`src/design/rvr_pkg.sv`:
```
// Constants, field layouts and carrier types of the rail 1 reference register bank
`default_nettype none
package rvr_pkg;
  // Command codes of the bank
  localparam logic [7:0] ADDR_ALERT_MASK = 8'h1b;
  localparam logic [7:0] ADDR_REPORT_FMT = 8'h20;
  localparam logic [7:0] ADDR_TARGET_VID = 8'h21;
  localparam logic [7:0] ADDR_FINE_ADJUST = 8'h22;
  localparam logic [7:0] ADDR_REF_OFFSET = 8'h23;
  localparam logic [7:0] ADDR_CEILING_VID = 8'h24;
  localparam logic [7:0] ADDR_UPPER_MARGIN = 8'h25;
  localparam logic [7:0] ADDR_LOWER_MARGIN = 8'h26;
  localparam logic [7:0] ADDR_TRANS_SLEW = 8'h27;
  localparam logic [7:0] ADDR_DROOP_GAIN = 8'h28;
  localparam logic [7:0] ADDR_SENSE_OPTS = 8'h29;
  localparam logic [7:0] ADDR_FLOOR_VID = 8'h2b;
  // Alert mask field positions and writable bits
  localparam int MASK_NVM_BIT = 4;
  localparam int MASK_VINOV_BIT = 3;
  localparam int MASK_VINUV_BIT = 1;
  localparam int MASK_OT_BIT = 0;
  localparam logic [15:0] MASK_RW_BITS = 16'h001b;
  // Writable bits of each word
  localparam logic [15:0] VID9_RW_BITS = 16'h01ff;
  localparam logic [15:0] SEVEN_RW_BITS = 16'h007f;
  localparam logic [15:0] BYTE_RW_BITS = 16'h00ff;
  localparam logic [15:0] SENSE_RW_BITS = 16'h3fff;
  // Sense options field positions
  localparam int SYNC_ONCE_BIT = 13;
  localparam int BLOCK_TIME_MSB = 12;
  localparam int BLOCK_TIME_LSB = 9;
  localparam int DIV_RATIO_MSB = 8;
  // Report format answers
  localparam logic [7:0] FMT_DIRECT = 8'h40;
  localparam logic [7:0] FMT_LINEAR = 8'h18;
  localparam logic [7:0] FMT_VID = 8'h21;
  // Reset values
  localparam logic [15:0] RST_MASK = 16'h001b;
  localparam logic [15:0] RST_TARGET_VID = 16'h0000;
  localparam logic [15:0] RST_CEILING_VID = 16'h01ff;
  localparam logic [15:0] RST_FLOOR_VID = 16'h0000;
  localparam logic [15:0] RST_ZERO = 16'h0000;
  // Reference saturation limit, one VID step per LSB
  localparam logic [10:0] VID_LIMIT = 11'h1ff;

  typedef enum logic [2:0] {MODE_BUS, MODE_SERIAL_FIXED, MODE_SERIAL, MODE_PARALLEL,
    MODE_AVS} rvr_mode_t;
  typedef enum logic [1:0] {OP_NORMAL, OP_MARGIN_LOW, OP_MARGIN_HIGH} rvr_margin_t;

  typedef struct packed {
    logic nvmFault;
    logic inputOvervolt;
    logic inputUndervolt;
    logic overTemp;
  } rvr_alert_src_t;

  typedef struct packed {
    logic [6:0] outputFineAdjust;
    logic trimHalfGain;
    logic [6:0] transitionSlew;
    logic [7:0] droopGain;
    logic setSignalSyncSelect;
    logic [3:0] setSignalBlockTime;
    logic [8:0] dividerRatio;
    logic vidStep10mV;
  } rvr_cfg_t;
endpackage
`default_nettype wire

```
`src/design/rvr_rail_reference_vid_regs.sv`:
```
// Rail 1 reference, clamp and alert-mask register bank
`timescale 1ns/1ps
`default_nettype none

module rvr_rail_reference_vid_regs (
  input wire logic mclk, // 10 MHz clock
  input wire logic resetn, // Async reset, active low
  input wire logic [7:0] cmdCode, // Register command code
  input wire logic wrEn, // Write strobe, one cycle
  input wire logic [15:0] wrData, // Write data word
  input wire logic rdEn, // Read strobe, one cycle
  output logic [15:0] rdData, // Read data, held until next read
  output logic rdValid, // Read data valid pulse
  input wire rvr_pkg::rvr_alert_src_t alertSrc, // Fault sources, asynchronous
  input wire logic alertPinFunctionSelect, // 0: pin is the alert
  input wire logic [1:0] reportFormatSel, // Report format select
  input wire logic vidRes10mV, // Rail VID resolution select
  input wire logic diffHalfGain, // Sense amplifier half gain
  input wire logic extDividerEn, // External divider fitted
  input wire rvr_pkg::rvr_mode_t railMode, // Active VID interface mode
  input wire rvr_pkg::rvr_margin_t marginSel, // Operation margin choice
  input wire logic [8:0] serialVid, // VID from serial VID bus
  input wire logic [8:0] parallelVid, // VID from parallel VID pins
  input wire logic [8:0] avsVid, // VID from AVS bus
  output logic alertPinN, // Alert pin, active low
  output logic [8:0] railRefVid, // Final rail reference VID
  output rvr_pkg::rvr_cfg_t railCfg // Loop and sense settings
);

  ////////////////////////////////////////////////////////////////////////////
  // Register state
  logic [15:0] maskReg, maskNext;
  logic [15:0] targetReg, targetNext;
  logic [15:0] trimReg, trimNext;
  logic [15:0] offsetReg, offsetNext;
  logic [15:0] ceilReg, ceilNext;
  logic [15:0] upperReg, upperNext;
  logic [15:0] lowerReg, lowerNext;
  logic [15:0] slewReg, slewNext;
  logic [15:0] droopReg, droopNext;
  logic [15:0] senseReg, senseNext;
  logic [15:0] floorReg, floorNext;
  logic [15:0] rdDataReg, rdDataNext;
  logic rdValidReg, rdValidNext;
  logic [7:0] reportFmt;

  // Report format byte from the select field
  always_comb begin
    if (reportFormatSel[1]) begin
      reportFmt = rvr_pkg::FMT_DIRECT;
    end else if (reportFormatSel[0]) begin
      reportFmt = rvr_pkg::FMT_LINEAR;
    end else begin
      reportFmt = rvr_pkg::FMT_VID;
    end
  end

  // Write decode; unused bits are masked off before storing
  always_comb begin
    maskNext = maskReg;
    targetNext = targetReg;
    trimNext = trimReg;
    offsetNext = offsetReg;
    ceilNext = ceilReg;
    upperNext = upperReg;
    lowerNext = lowerReg;
    slewNext = slewReg;
    droopNext = droopReg;
    senseNext = senseReg;
    floorNext = floorReg;
    if (wrEn) begin
      case (cmdCode)
        rvr_pkg::ADDR_ALERT_MASK: maskNext = wrData & rvr_pkg::MASK_RW_BITS;
        rvr_pkg::ADDR_TARGET_VID: targetNext = wrData & rvr_pkg::VID9_RW_BITS;
        rvr_pkg::ADDR_FINE_ADJUST: trimNext = wrData & rvr_pkg::SEVEN_RW_BITS;
        rvr_pkg::ADDR_REF_OFFSET: offsetNext = wrData & rvr_pkg::BYTE_RW_BITS;
        rvr_pkg::ADDR_CEILING_VID: ceilNext = wrData & rvr_pkg::VID9_RW_BITS;
        rvr_pkg::ADDR_UPPER_MARGIN: upperNext = wrData & rvr_pkg::VID9_RW_BITS;
        rvr_pkg::ADDR_LOWER_MARGIN: lowerNext = wrData & rvr_pkg::VID9_RW_BITS;
        rvr_pkg::ADDR_TRANS_SLEW: slewNext = wrData & rvr_pkg::SEVEN_RW_BITS;
        rvr_pkg::ADDR_DROOP_GAIN: droopNext = wrData & rvr_pkg::BYTE_RW_BITS;
        rvr_pkg::ADDR_SENSE_OPTS: senseNext = wrData & rvr_pkg::SENSE_RW_BITS;
        rvr_pkg::ADDR_FLOOR_VID: floorNext = wrData & rvr_pkg::VID9_RW_BITS;
        default: ; // Read-only or unmapped: write ignored
      endcase
    end
  end

  // Read mux; answer lands one cycle after the strobe
  always_comb begin
    rdDataNext = rdDataReg;
    rdValidNext = rdEn;
    if (rdEn) begin
      case (cmdCode)
        rvr_pkg::ADDR_ALERT_MASK: rdDataNext = maskReg;
        rvr_pkg::ADDR_REPORT_FMT: rdDataNext = {8'h00, reportFmt};
        rvr_pkg::ADDR_TARGET_VID: rdDataNext = targetReg;
        rvr_pkg::ADDR_FINE_ADJUST: rdDataNext = trimReg;
        rvr_pkg::ADDR_REF_OFFSET: rdDataNext = offsetReg;
        rvr_pkg::ADDR_CEILING_VID: rdDataNext = ceilReg;
        rvr_pkg::ADDR_UPPER_MARGIN: rdDataNext = upperReg;
        rvr_pkg::ADDR_LOWER_MARGIN: rdDataNext = lowerReg;
        rvr_pkg::ADDR_TRANS_SLEW: rdDataNext = slewReg;
        rvr_pkg::ADDR_DROOP_GAIN: rdDataNext = droopReg;
        rvr_pkg::ADDR_SENSE_OPTS: rdDataNext = senseReg;
        rvr_pkg::ADDR_FLOOR_VID: rdDataNext = floorReg;
        default: rdDataNext = 16'h0000;
      endcase
    end
  end

  // Register file flops
  always_ff @(posedge mclk or negedge resetn) begin
    if (!resetn) begin
      maskReg <= rvr_pkg::RST_MASK;
      targetReg <= rvr_pkg::RST_TARGET_VID;
      trimReg <= rvr_pkg::RST_ZERO;
      offsetReg <= rvr_pkg::RST_ZERO;
      ceilReg <= rvr_pkg::RST_CEILING_VID;
      upperReg <= rvr_pkg::RST_ZERO;
      lowerReg <= rvr_pkg::RST_ZERO;
      slewReg <= rvr_pkg::RST_ZERO;
      droopReg <= rvr_pkg::RST_ZERO;
      senseReg <= rvr_pkg::RST_ZERO;
      floorReg <= rvr_pkg::RST_FLOOR_VID;
      rdDataReg <= 16'h0000;
      rdValidReg <= 1'b0;
    end else begin
      maskReg <= maskNext;
      targetReg <= targetNext;
      trimReg <= trimNext;
      offsetReg <= offsetNext;
      ceilReg <= ceilNext;
      upperReg <= upperNext;
      lowerReg <= lowerNext;
      slewReg <= slewNext;
      droopReg <= droopNext;
      senseReg <= senseNext;
      floorReg <= floorNext;
      rdDataReg <= rdDataNext;
      rdValidReg <= rdValidNext;
    end
  end

  assign rdData = rdDataReg;
  assign rdValid = rdValidReg;

  ////////////////////////////////////////////////////////////////////////////
  // Alert pin
  rvr_pkg::rvr_alert_src_t srcMeta, srcSync;
  logic alertPinNReg, alertPinNNext;

  // Two-stage synchroniser for the asynchronous fault sources
  always_ff @(posedge mclk or negedge resetn) begin
    if (!resetn) begin
      srcMeta <= '0;
      srcSync <= '0;
    end else begin
      srcMeta <= alertSrc;
      srcSync <= srcMeta;
    end
  end

  // Unmasked sources pull the pin low
  always_comb begin
    alertPinNNext = 1'b1;
    if (!alertPinFunctionSelect) begin
      // mask bit 0 keeps pin high
      alertPinNNext = !((srcSync.nvmFault && maskReg[rvr_pkg::MASK_NVM_BIT])
                     || (srcSync.inputOvervolt && maskReg[rvr_pkg::MASK_VINOV_BIT])
                     || (srcSync.inputUndervolt && maskReg[rvr_pkg::MASK_VINUV_BIT])
                     || (srcSync.overTemp && maskReg[rvr_pkg::MASK_OT_BIT]));
    end
  end

  always_ff @(posedge mclk or negedge resetn) begin
    if (!resetn) begin
      alertPinNReg <= 1'b1;
    end else begin
      alertPinNReg <= alertPinNNext;
    end
  end

  assign alertPinN = alertPinNReg;

  ////////////////////////////////////////////////////////////////////////////
  // Reference path
  logic [8:0] srcVid, ceilEff, floorEff, clampedVid;
  logic clampOn;
  logic signed [10:0] refSum;
  logic [8:0] refNext, refReg;
  rvr_pkg::rvr_cfg_t cfgNext, cfgReg;

  // Source selection, margins win over the interface
  always_comb begin
    case (railMode)
      rvr_pkg::MODE_BUS, rvr_pkg::MODE_SERIAL_FIXED: srcVid = targetReg[8:0];
      rvr_pkg::MODE_SERIAL: srcVid = serialVid;
      rvr_pkg::MODE_PARALLEL: srcVid = parallelVid;
      rvr_pkg::MODE_AVS: srcVid = avsVid;
      default: srcVid = targetReg[8:0];
    endcase
    if (marginSel == rvr_pkg::OP_MARGIN_HIGH) begin
      srcVid = upperReg[8:0];
    end else if (marginSel == rvr_pkg::OP_MARGIN_LOW) begin
      srcVid = lowerReg[8:0];
    end
  end

  // Clamps; a zero divider ratio would divide by zero, so it leaves them raw
  always_comb begin
    clampOn = (railMode == rvr_pkg::MODE_BUS) || (railMode == rvr_pkg::MODE_PARALLEL)
           || (railMode == rvr_pkg::MODE_AVS);
    ceilEff = ceilReg[8:0];
    floorEff = floorReg[8:0];
    if (extDividerEn && (senseReg[rvr_pkg::DIV_RATIO_MSB:0] != 9'h000)) begin
      ceilEff = ceilReg[8:0] / senseReg[rvr_pkg::DIV_RATIO_MSB:0];
      floorEff = floorReg[8:0] / senseReg[rvr_pkg::DIV_RATIO_MSB:0];
    end
    clampedVid = srcVid;
    if (clampOn) begin
      if (srcVid > ceilEff) begin
        clampedVid = ceilEff;
      end else if (srcVid < floorEff) begin
        clampedVid = floorEff;
      end
    end
  end

  // Offset last, saturated into the nine-bit VID range
  always_comb begin
    refSum = $signed({2'b00, clampedVid}) + $signed({{3{offsetReg[7]}}, offsetReg[7:0]});
    if (refSum < 0) begin
      refNext = 9'h000;
    end else if (refSum > $signed(rvr_pkg::VID_LIMIT)) begin
      refNext = 9'h1ff;
    end else begin
      refNext = refSum[8:0];
    end
  end

  // Settings handed to the loop; the analog side applies the weights
  always_comb begin
    cfgNext.outputFineAdjust = trimReg[6:0];
    cfgNext.trimHalfGain = diffHalfGain;
    cfgNext.transitionSlew = slewReg[6:0];
    cfgNext.droopGain = droopReg[7:0];
    cfgNext.setSignalSyncSelect = senseReg[rvr_pkg::SYNC_ONCE_BIT];
    cfgNext.setSignalBlockTime = senseReg[rvr_pkg::BLOCK_TIME_MSB:rvr_pkg::BLOCK_TIME_LSB];
    cfgNext.dividerRatio = senseReg[rvr_pkg::DIV_RATIO_MSB:0];
    cfgNext.vidStep10mV = vidRes10mV;
  end

  always_ff @(posedge mclk or negedge resetn) begin
    if (!resetn) begin
      refReg <= 9'h000;
      cfgReg <= '0;
    end else begin
      refReg <= refNext;
      cfgReg <= cfgNext;
    end
  end

  assign railRefVid = refReg;
  assign railCfg = cfgReg;

endmodule

`default_nettype wire

```
`config.mk`:
```
export PLATFORM = sky130hd
export DESIGN_NAME = rvr_rail_reference_vid_regs
export DESIGN_NICKNAME = d
export VERILOG_FILES = /design/src/design/rvr_pkg.sv /design/src/design/rvr_rail_reference_vid_regs.sv
export SDC_FILE = /design/constraint.sdc
export NUM_CORES = 1
export LEC_CHECK = 0
export BUFFER_PORTS_ARGS = -buffer_cell sky130_fd_sc_hd__buf_2
export CORE_UTILIZATION = 39
export CTS_CLUSTER_DIAMETER = 150
export DETAILED_ROUTE_END_ITERATION = 12
export GPL_TIMING_DRIVEN = 0
export PLACE_DENSITY_LB_ADDON = 0.1
export REMOVE_ABC_BUFFERS = 1
export SYNTH_ARGS = -nofsm -noshare
export SYNTH_HDL_FRONTEND = slang
export SYNTH_SLANG_ARGS = --single-unit
```
`constraint.sdc`:
```
create_clock -name mclk -period 44.1 [get_ports mclk]
set_input_delay 8.82 -clock mclk [delete_from_list [all_inputs] [get_ports mclk]]
set_output_delay 8.82 -clock mclk [all_outputs]
set_load 0.01 [all_outputs]
```
==> results.sh, run 1 <==
export IMPL_status="complete, no violations"
export IMPL_fin_crit_sh_pct=42.0
export IMPL_cts_hold_fix_buffers=0
export IMPL_antenna_found_initial=1
export IMPL_drive_gt1_share_pct=22.0
export IMPL_slowest_delay_ns=0.79
export IMPL_netlist_area_leader_share_pct=31.0
export IMPL_grt_max_degree=112
export IMPL_syn_instance_count=1296
export IMPL_ys_flop_type="dfrtp_1"
export IMPL_cts_tree="done"
export IMPL_path_class="register to register"
export IMPL_holdPathStages=0
export IMPL_final_nets=1583
export IMPL_drt_iter0_markers=750
export IMPL_syn_area_um2=12100
export IMPL_max_clock_freq_mhz=54.0
export IMPL_num_rows=64
export IMPL_grtUsageTotal_pct=23.6
export IMPL_cts_setup_buffers=0
export IMPL_initial_core_util_pct=39.6
export IMPL_via_per_inst=5.78
export IMPL_crit_start="senseReg[0]"
export IMPL_reg2reg_from="senseReg[0]"
export IMPL_rsz0062_at_grt="no"
export IMPL_drv_slew=0
export IMPL_grt_pass1_vias=9744
export IMPL_postRouteWirelength_mm=36.9
export IMPL_cp_max_fo=16
export IMPL_cts_sinks=164
export IMPL_clockBufferDepth=2
export IMPL_antennaDiodeCount=0
export IMPL_h_tree_depth=4
export IMPL_clk_latency_ns=0.44
export IMPL_min_from="srcMeta[1]"
export IMPL_synth_edf_count=0
export IMPL_relSlewSlack_pct=26.3
export IMPL_cts_repair_resized=0
export IMPL_cp_arrival_ns=18.87
export IMPL_ys_types=73
export IMPL_vias=10411
export IMPL_reg2reg_depth=63
export IMPL_worst_pin_slew_ns=1.11
export IMPL_setup_tns_ns=0
export IMPL_r2r_slack_ns=25.58
export IMPL_die_h_um=178
export IMPL_finalClockSkew_ns=0.0102
export IMPL_firstDrtPassIters=5
export IMPL_min_period_ns=18.52
export IMPL_dp_hpwl_mm=27.9
export IMPL_yosys_top_cells_area="dfrtp_1 (31%), ha_1 (12%), mux2_2 (11%)"
export IMPL_worstSetupEndpointType="register"
export IMPL_io_pins=135
export IMPL_whs_endpoint="srcSync[1]"
export IMPL_die_x_um=178
export IMPL_grt_ovfl_total=0
export IMPL_ant_nets=0
export IMPL_syn_to_final_growth_pct=12.7
export IMPL_finalHoldViolCount=0
export IMPL_io_buffers=130
export IMPL_r2r_end="railRefVid[4]"
export IMPL_hold_class="register to register"
export IMPL_cts_buffers=17
export IMPL_startpoint_type="register"
export IMPL_wl_per_cell_um=20.5
export IMPL_slowest_stage="a2111oi_0"
export IMPL_yosysTopAreaCell="dfrtp_1"
export IMPL_avgSynthCellArea_um2=9.35
export IMPL_yosysSeqAreaShare_pct=34.0
export IMPL_path_clk_slew_ns=0.07
export IMPL_ys_seq_elements=164
export IMPL_async_flop_share_pct=100
export IMPL_grt_pass1_wl_mm=56.6
export IMPL_synth_warnings=0
export IMPL_drc_errors=0
export IMPL_root_buffer="clkbuf_16"
export IMPL_die_area_um2=31800
export IMPL_path_common_cell="ha_1"
export IMPL_fp_coreArea_um2=30600
export IMPL_setup_viol=0
export IMPL_gp_congestion=0.881
export IMPL_maxCapViolCount=0
export IMPL_cp_data_required_time_ns=44.45
==> cells in the final DEF, fill, tap and decap left out, types with 14 or more instances in the layout <==
master	Yosys	final
a22oi_1	16	16
xnor2_1	19	19
dfstp_2	14	14
a21o_1	27	27
nor2_1	110	110
nor3_1	40	39
a211oi_1	15	15
a21oi_1	92	92
dfrtp_1	150	150
inv_1	55	55
o21a_1	28	28
xor2_1	17	17
mux2_2	114	114
o21ai_0	78	78
buf_2	1	129
nand2_1	93	93
ha_1	119	119
mux2i_1	28	28
nor2b_1	14	14
clkbuf_16	0	17
==> synthesized netlist by cell type, types with 9 or more instances <==
library cell  instances
a211oi_1             15
a21o_1               27
a21oi_1              92
a22oi_1              16
a31oi_1              10
clkbuf_1             42
dfrtp_1             150
dfstp_2              14
ha_1                119
inv_1                55
mux2_2              114
mux2i_1              28
nand2_1              93
nand2b_1             13
nand3_1              13
nor2_1              110
nor2b_1              14
nor3_1               40
o211ai_1             12
o21a_1               28
o21ai_0              78
o221ai_1              9
o22ai_1              13
o31ai_1              11
or3_1                11
xnor2_1              19
xor2_1               17
==> area by class of cell <==
| type | count | area (um^2) |
|---|---|---|
| clock buffers | 17 | 425 |
| well taps | 396 | 495 |
| multi-input cells | 1023 | 7580 |
| clock inverters | 15 | 139 |
| fillers | 3037 | 16900 |
| inverters | 55 | 206 |
| flip-flops and latches | 164 | 4120 |
| repair buffers | 132 | 703 |
==> cell families (layout without fill, tap and decap cells) <==
| kind of cell | Yosys count | in the layout | synth area share, % |
|---|---|---|---|
| AND/OR/NAND/NOR | 344 | 344 | 13.5 |
| flip-flops | 164 | 164 | 34.0 |
| XOR/XNOR | 36 | 36 | 2.60 |
| buffers and inverters | 110 | 219 | 3.57 |
| AO/OA/AOI/OAI | 378 | 378 | 20.8 |
| multiplexers | 143 | 143 | 13.1 |
| other | 1 | 2 | 0.0309 |
| adder cells (fa/ha/maj) | 120 | 120 | 12.4 |
==> registers in the layout, summed over array words and instances (netlist names), 9 cells and up <==
name        flops
floorReg        9
railCfg        38
railRefVid      9
rdData         14
targetReg       9
upperReg        9
senseReg       14
ceilReg         9
lowerReg        9
==> worst max-delay path, delay by kind of cell (launching register included) <==
kind            cells  cell delay (ns)
compound gates     35            10.19
fa+ha+maj          11             3.28
mux                 4             1.65
simple gates       10             1.63
buf+inv             3             1.10
flops               1             0.56
==> layer usage <==
layer	vias up	GRT usage [%]	part of all wire, %
met2	255	36.2	45
met5	-	0	0
met3	39	3.30	4.6
met4	0	6.96	1.9
li1	5035	-	-
met1	5082	34.3	49
==> stage by stage <==
step                worst slack, ns  cell area (um^2)  instances  utilization, %  hold WS [ns]
floorplan                     28.99             11900       1242               -         0.331
global placement              25.78             13000       1768            42.6         0.331
detailed placement            25.62             13100       1770            42.8         0.335
CTS                           25.59             13700       1802            44.7         0.352
global route                  23.97             13700       1802            44.7         0.353
finish                        25.58             13700       1802            44.7         0.351
==> worst max path at each step <==
stage                          to  depth (start not counted)  slack (ns)
global route        railRefVid[6]                         63       23.97
detailed placement  railRefVid[4]                         63       25.62
floorplan           railRefVid[0]                         62       28.99
finish              railRefVid[4]                         63       25.58
CTS                 railRefVid[4]                         63       25.59
global placement    railRefVid[0]                         64       25.78
Power of run 1 is left out: the tool's default activity adds up to more than one toggle a clock period on the data nets, which glitch-free logic cannot reach.
==> run 2, diff against run 1 <==
Clock period 44.1 ns to 16.3 ns, I/O delays scaled along.
==> run 2 against run 1 <==
  * Sequential cell count unchanged
  * Sequential share of layout area decreased by 0.77 points
  * Cell area increased by 2.8%
  * Critical endpoint unchanged
  * Setup slack got worse by 25 ns
  * Die area unchanged
  * Global-route usage increased by 0.18 points
  * Maximum frequency increased by 20%
  * First-iteration DRC count decreased by 7.7%
  * Largest cell class unchanged
==> results.sh, run 2 (synthesized netlist as in run 1, its figures left out) <==
export IMPL_fin_crit_sh_pct=94.7
export IMPL_ant_nets=0
export IMPL_gp_congestion=0.881
export IMPL_grt_max_degree=112
export IMPL_hold_class="register to register"
export IMPL_drt_iter0_markers=692
export IMPL_antennaDiodeCount=0
export IMPL_firstDrtPassIters=5
export IMPL_fillers=3001
export IMPL_max_clock_freq_mhz=64.8
export IMPL_worst_pin_slew_ns=1.02
export IMPL_status="complete, no violations"
export IMPL_path_class="register to register"
export IMPL_wl_per_cell_um=20.7
export IMPL_finalClockSkew_ns=0.0112
export IMPL_h_tree_depth=4
export IMPL_reg2reg_from="senseReg[0]"
export IMPL_fin_ws_ns=0.868
export IMPL_dp_hpwl_mm=27.9
export IMPL_cp_data_required_time_ns=16.64
export IMPL_holdPathStages=0
export IMPL_final_nets=1602
export IMPL_setup_viol=0
export IMPL_drv_slew=0
export IMPL_num_rows=64
export IMPL_vias=10502
export IMPL_reg2reg_depth=63
export IMPL_cts_hold_fix_buffers=0
export IMPL_layout_commonest_cell="dfrtp_1"
export IMPL_die_h_um=178
export IMPL_finalHoldViolCount=0
export IMPL_grt_ovfl_total=0
export IMPL_grt_pass1_wl_mm=57.0
export IMPL_r2r_slack_ns=0.87
export IMPL_io_pins=135
export IMPL_most_common_layout_cells="dfrtp_1 (145), buf_2 (129), ha_1 (119)"
export IMPL_path_clk_slew_ns=0.07
export IMPL_startpoint_type="register"
export IMPL_cts_sinks=164
export IMPL_grtUsageTotal_pct=23.8
export IMPL_drive_gt1_share_pct=26.0
export IMPL_whs_endpoint="srcSync[1]"
export IMPL_path_common_cell="ha_1"
export IMPL_min_period_ns=15.43
export IMPL_io_buffers=130
export IMPL_die_area_um2=31800
export IMPL_cts_buffers=17
export IMPL_drc_errors=0
export IMPL_cp_arrival_ns=15.78
export IMPL_antenna_found_initial=1
export IMPL_cp_max_fo=11
export IMPL_slowest_stage="or4_1"
export IMPL_worstSetupEndpointType="register"
export IMPL_maxCapViolCount=0
export IMPL_via_per_inst=5.77
export IMPL_largest_register_ffs=38
export IMPL_root_buffer="clkbuf_16"
export IMPL_syn_to_final_growth_pct=15.9
export IMPL_min_from="srcMeta[1]"
export IMPL_r2r_end="railRefVid[4]"
export IMPL_postRouteWirelength_mm=37.7
export IMPL_relSlewSlack_pct=31.7
export IMPL_pre_cts_ws_ns=-2.18
export IMPL_fp_coreArea_um2=30600
export IMPL_slowest_delay_ns=0.50
export IMPL_grt_pass1_vias=9815
export IMPL_clk_latency_ns=0.44
export IMPL_die_x_um=178
export IMPL_clockBufferDepth=2
export IMPL_initial_core_util_pct=39.6
export IMPL_cts_tree="done"
## run 2: cell types whose count changed in the layout (fill, tap and decap cells not counted), moves of 4 or more
| cell | before | now |
|---|---|---|
| buf_4 | 0 | 19 |
| a21oi_1 | 92 | 88 |
| dfrtp_2 | 0 | 5 |
| dfrtp_1 | 150 | 145 |
| o21ai_0 | 78 | 74 |
| o21ai_2 | 0 | 4 |
## run 2: timing repair
item	CTS	global route
endpoints found under the setup margin	9	9
hold endpoints to repair	0	0
setup buffers	6	13
gates cloned	0	0
pin swaps	2	7
gates resized for setup	27	31
## run 2: per-stage QoR
step	area (um^2)	setup TNS, ns	util [%]	hold slack (ns)	cells
after floorplan	11900	0	-	0.331	1242
after global placement	13000	-17.24	42.6	0.331	1768
after detailed placement	13100	-18.51	42.8	0.335	1770
after CTS	13800	0	45.2	0.352	1808
after global routing	14000	-0.257	45.9	0.353	1821
final	14000	0	45.9	0.351	1821
## run 2: worst max-delay path, delay by kind of cell (launching register included)
family	cells	cell delay, ns
adders and majority gates	11	3.13
and+or+nand+nor	10	1.81
muxes	3	1.03
AOI/OAI and AO/OA	36	8.50
buffers and inverters	3	0.39
DFF	1	0.47
## run 2: worst max-delay path by stage
stage,from,end,slack [ns]
floorplan,senseReg[0],railRefVid[0],1.19
global placement,senseReg[0],railRefVid[0],-2.02
detailed placement,senseReg[0],railRefVid[4],-2.18
CTS,senseReg[0],railRefVid[4],0.02
global route,senseReg[0],railRefVid[6],-0.05
finish,senseReg[0],railRefVid[4],0.87
## run 2: final cells by class
class	instances	area, um^2	area share, %
clock inverter	15	139	0.989
clock buffer	17	425	3.03
sequential	164	4130	29.4
inverter	55	214	1.52
tap	396	495	3.53
multi-input combinational	1023	7800	55.5
timing repair buffer	151	846	6.02
## run 2: routing by layer
layer	vias to the layer above	GRT usage [%]	routed length, um
li1	5074	-	-
met1	5118	34.5	18200
met2	269	36.8	17100
met3	41	3.54	1840
met4	0	6.00	584
met5	-	0	0
Power of run 2 is left out for the same reason.
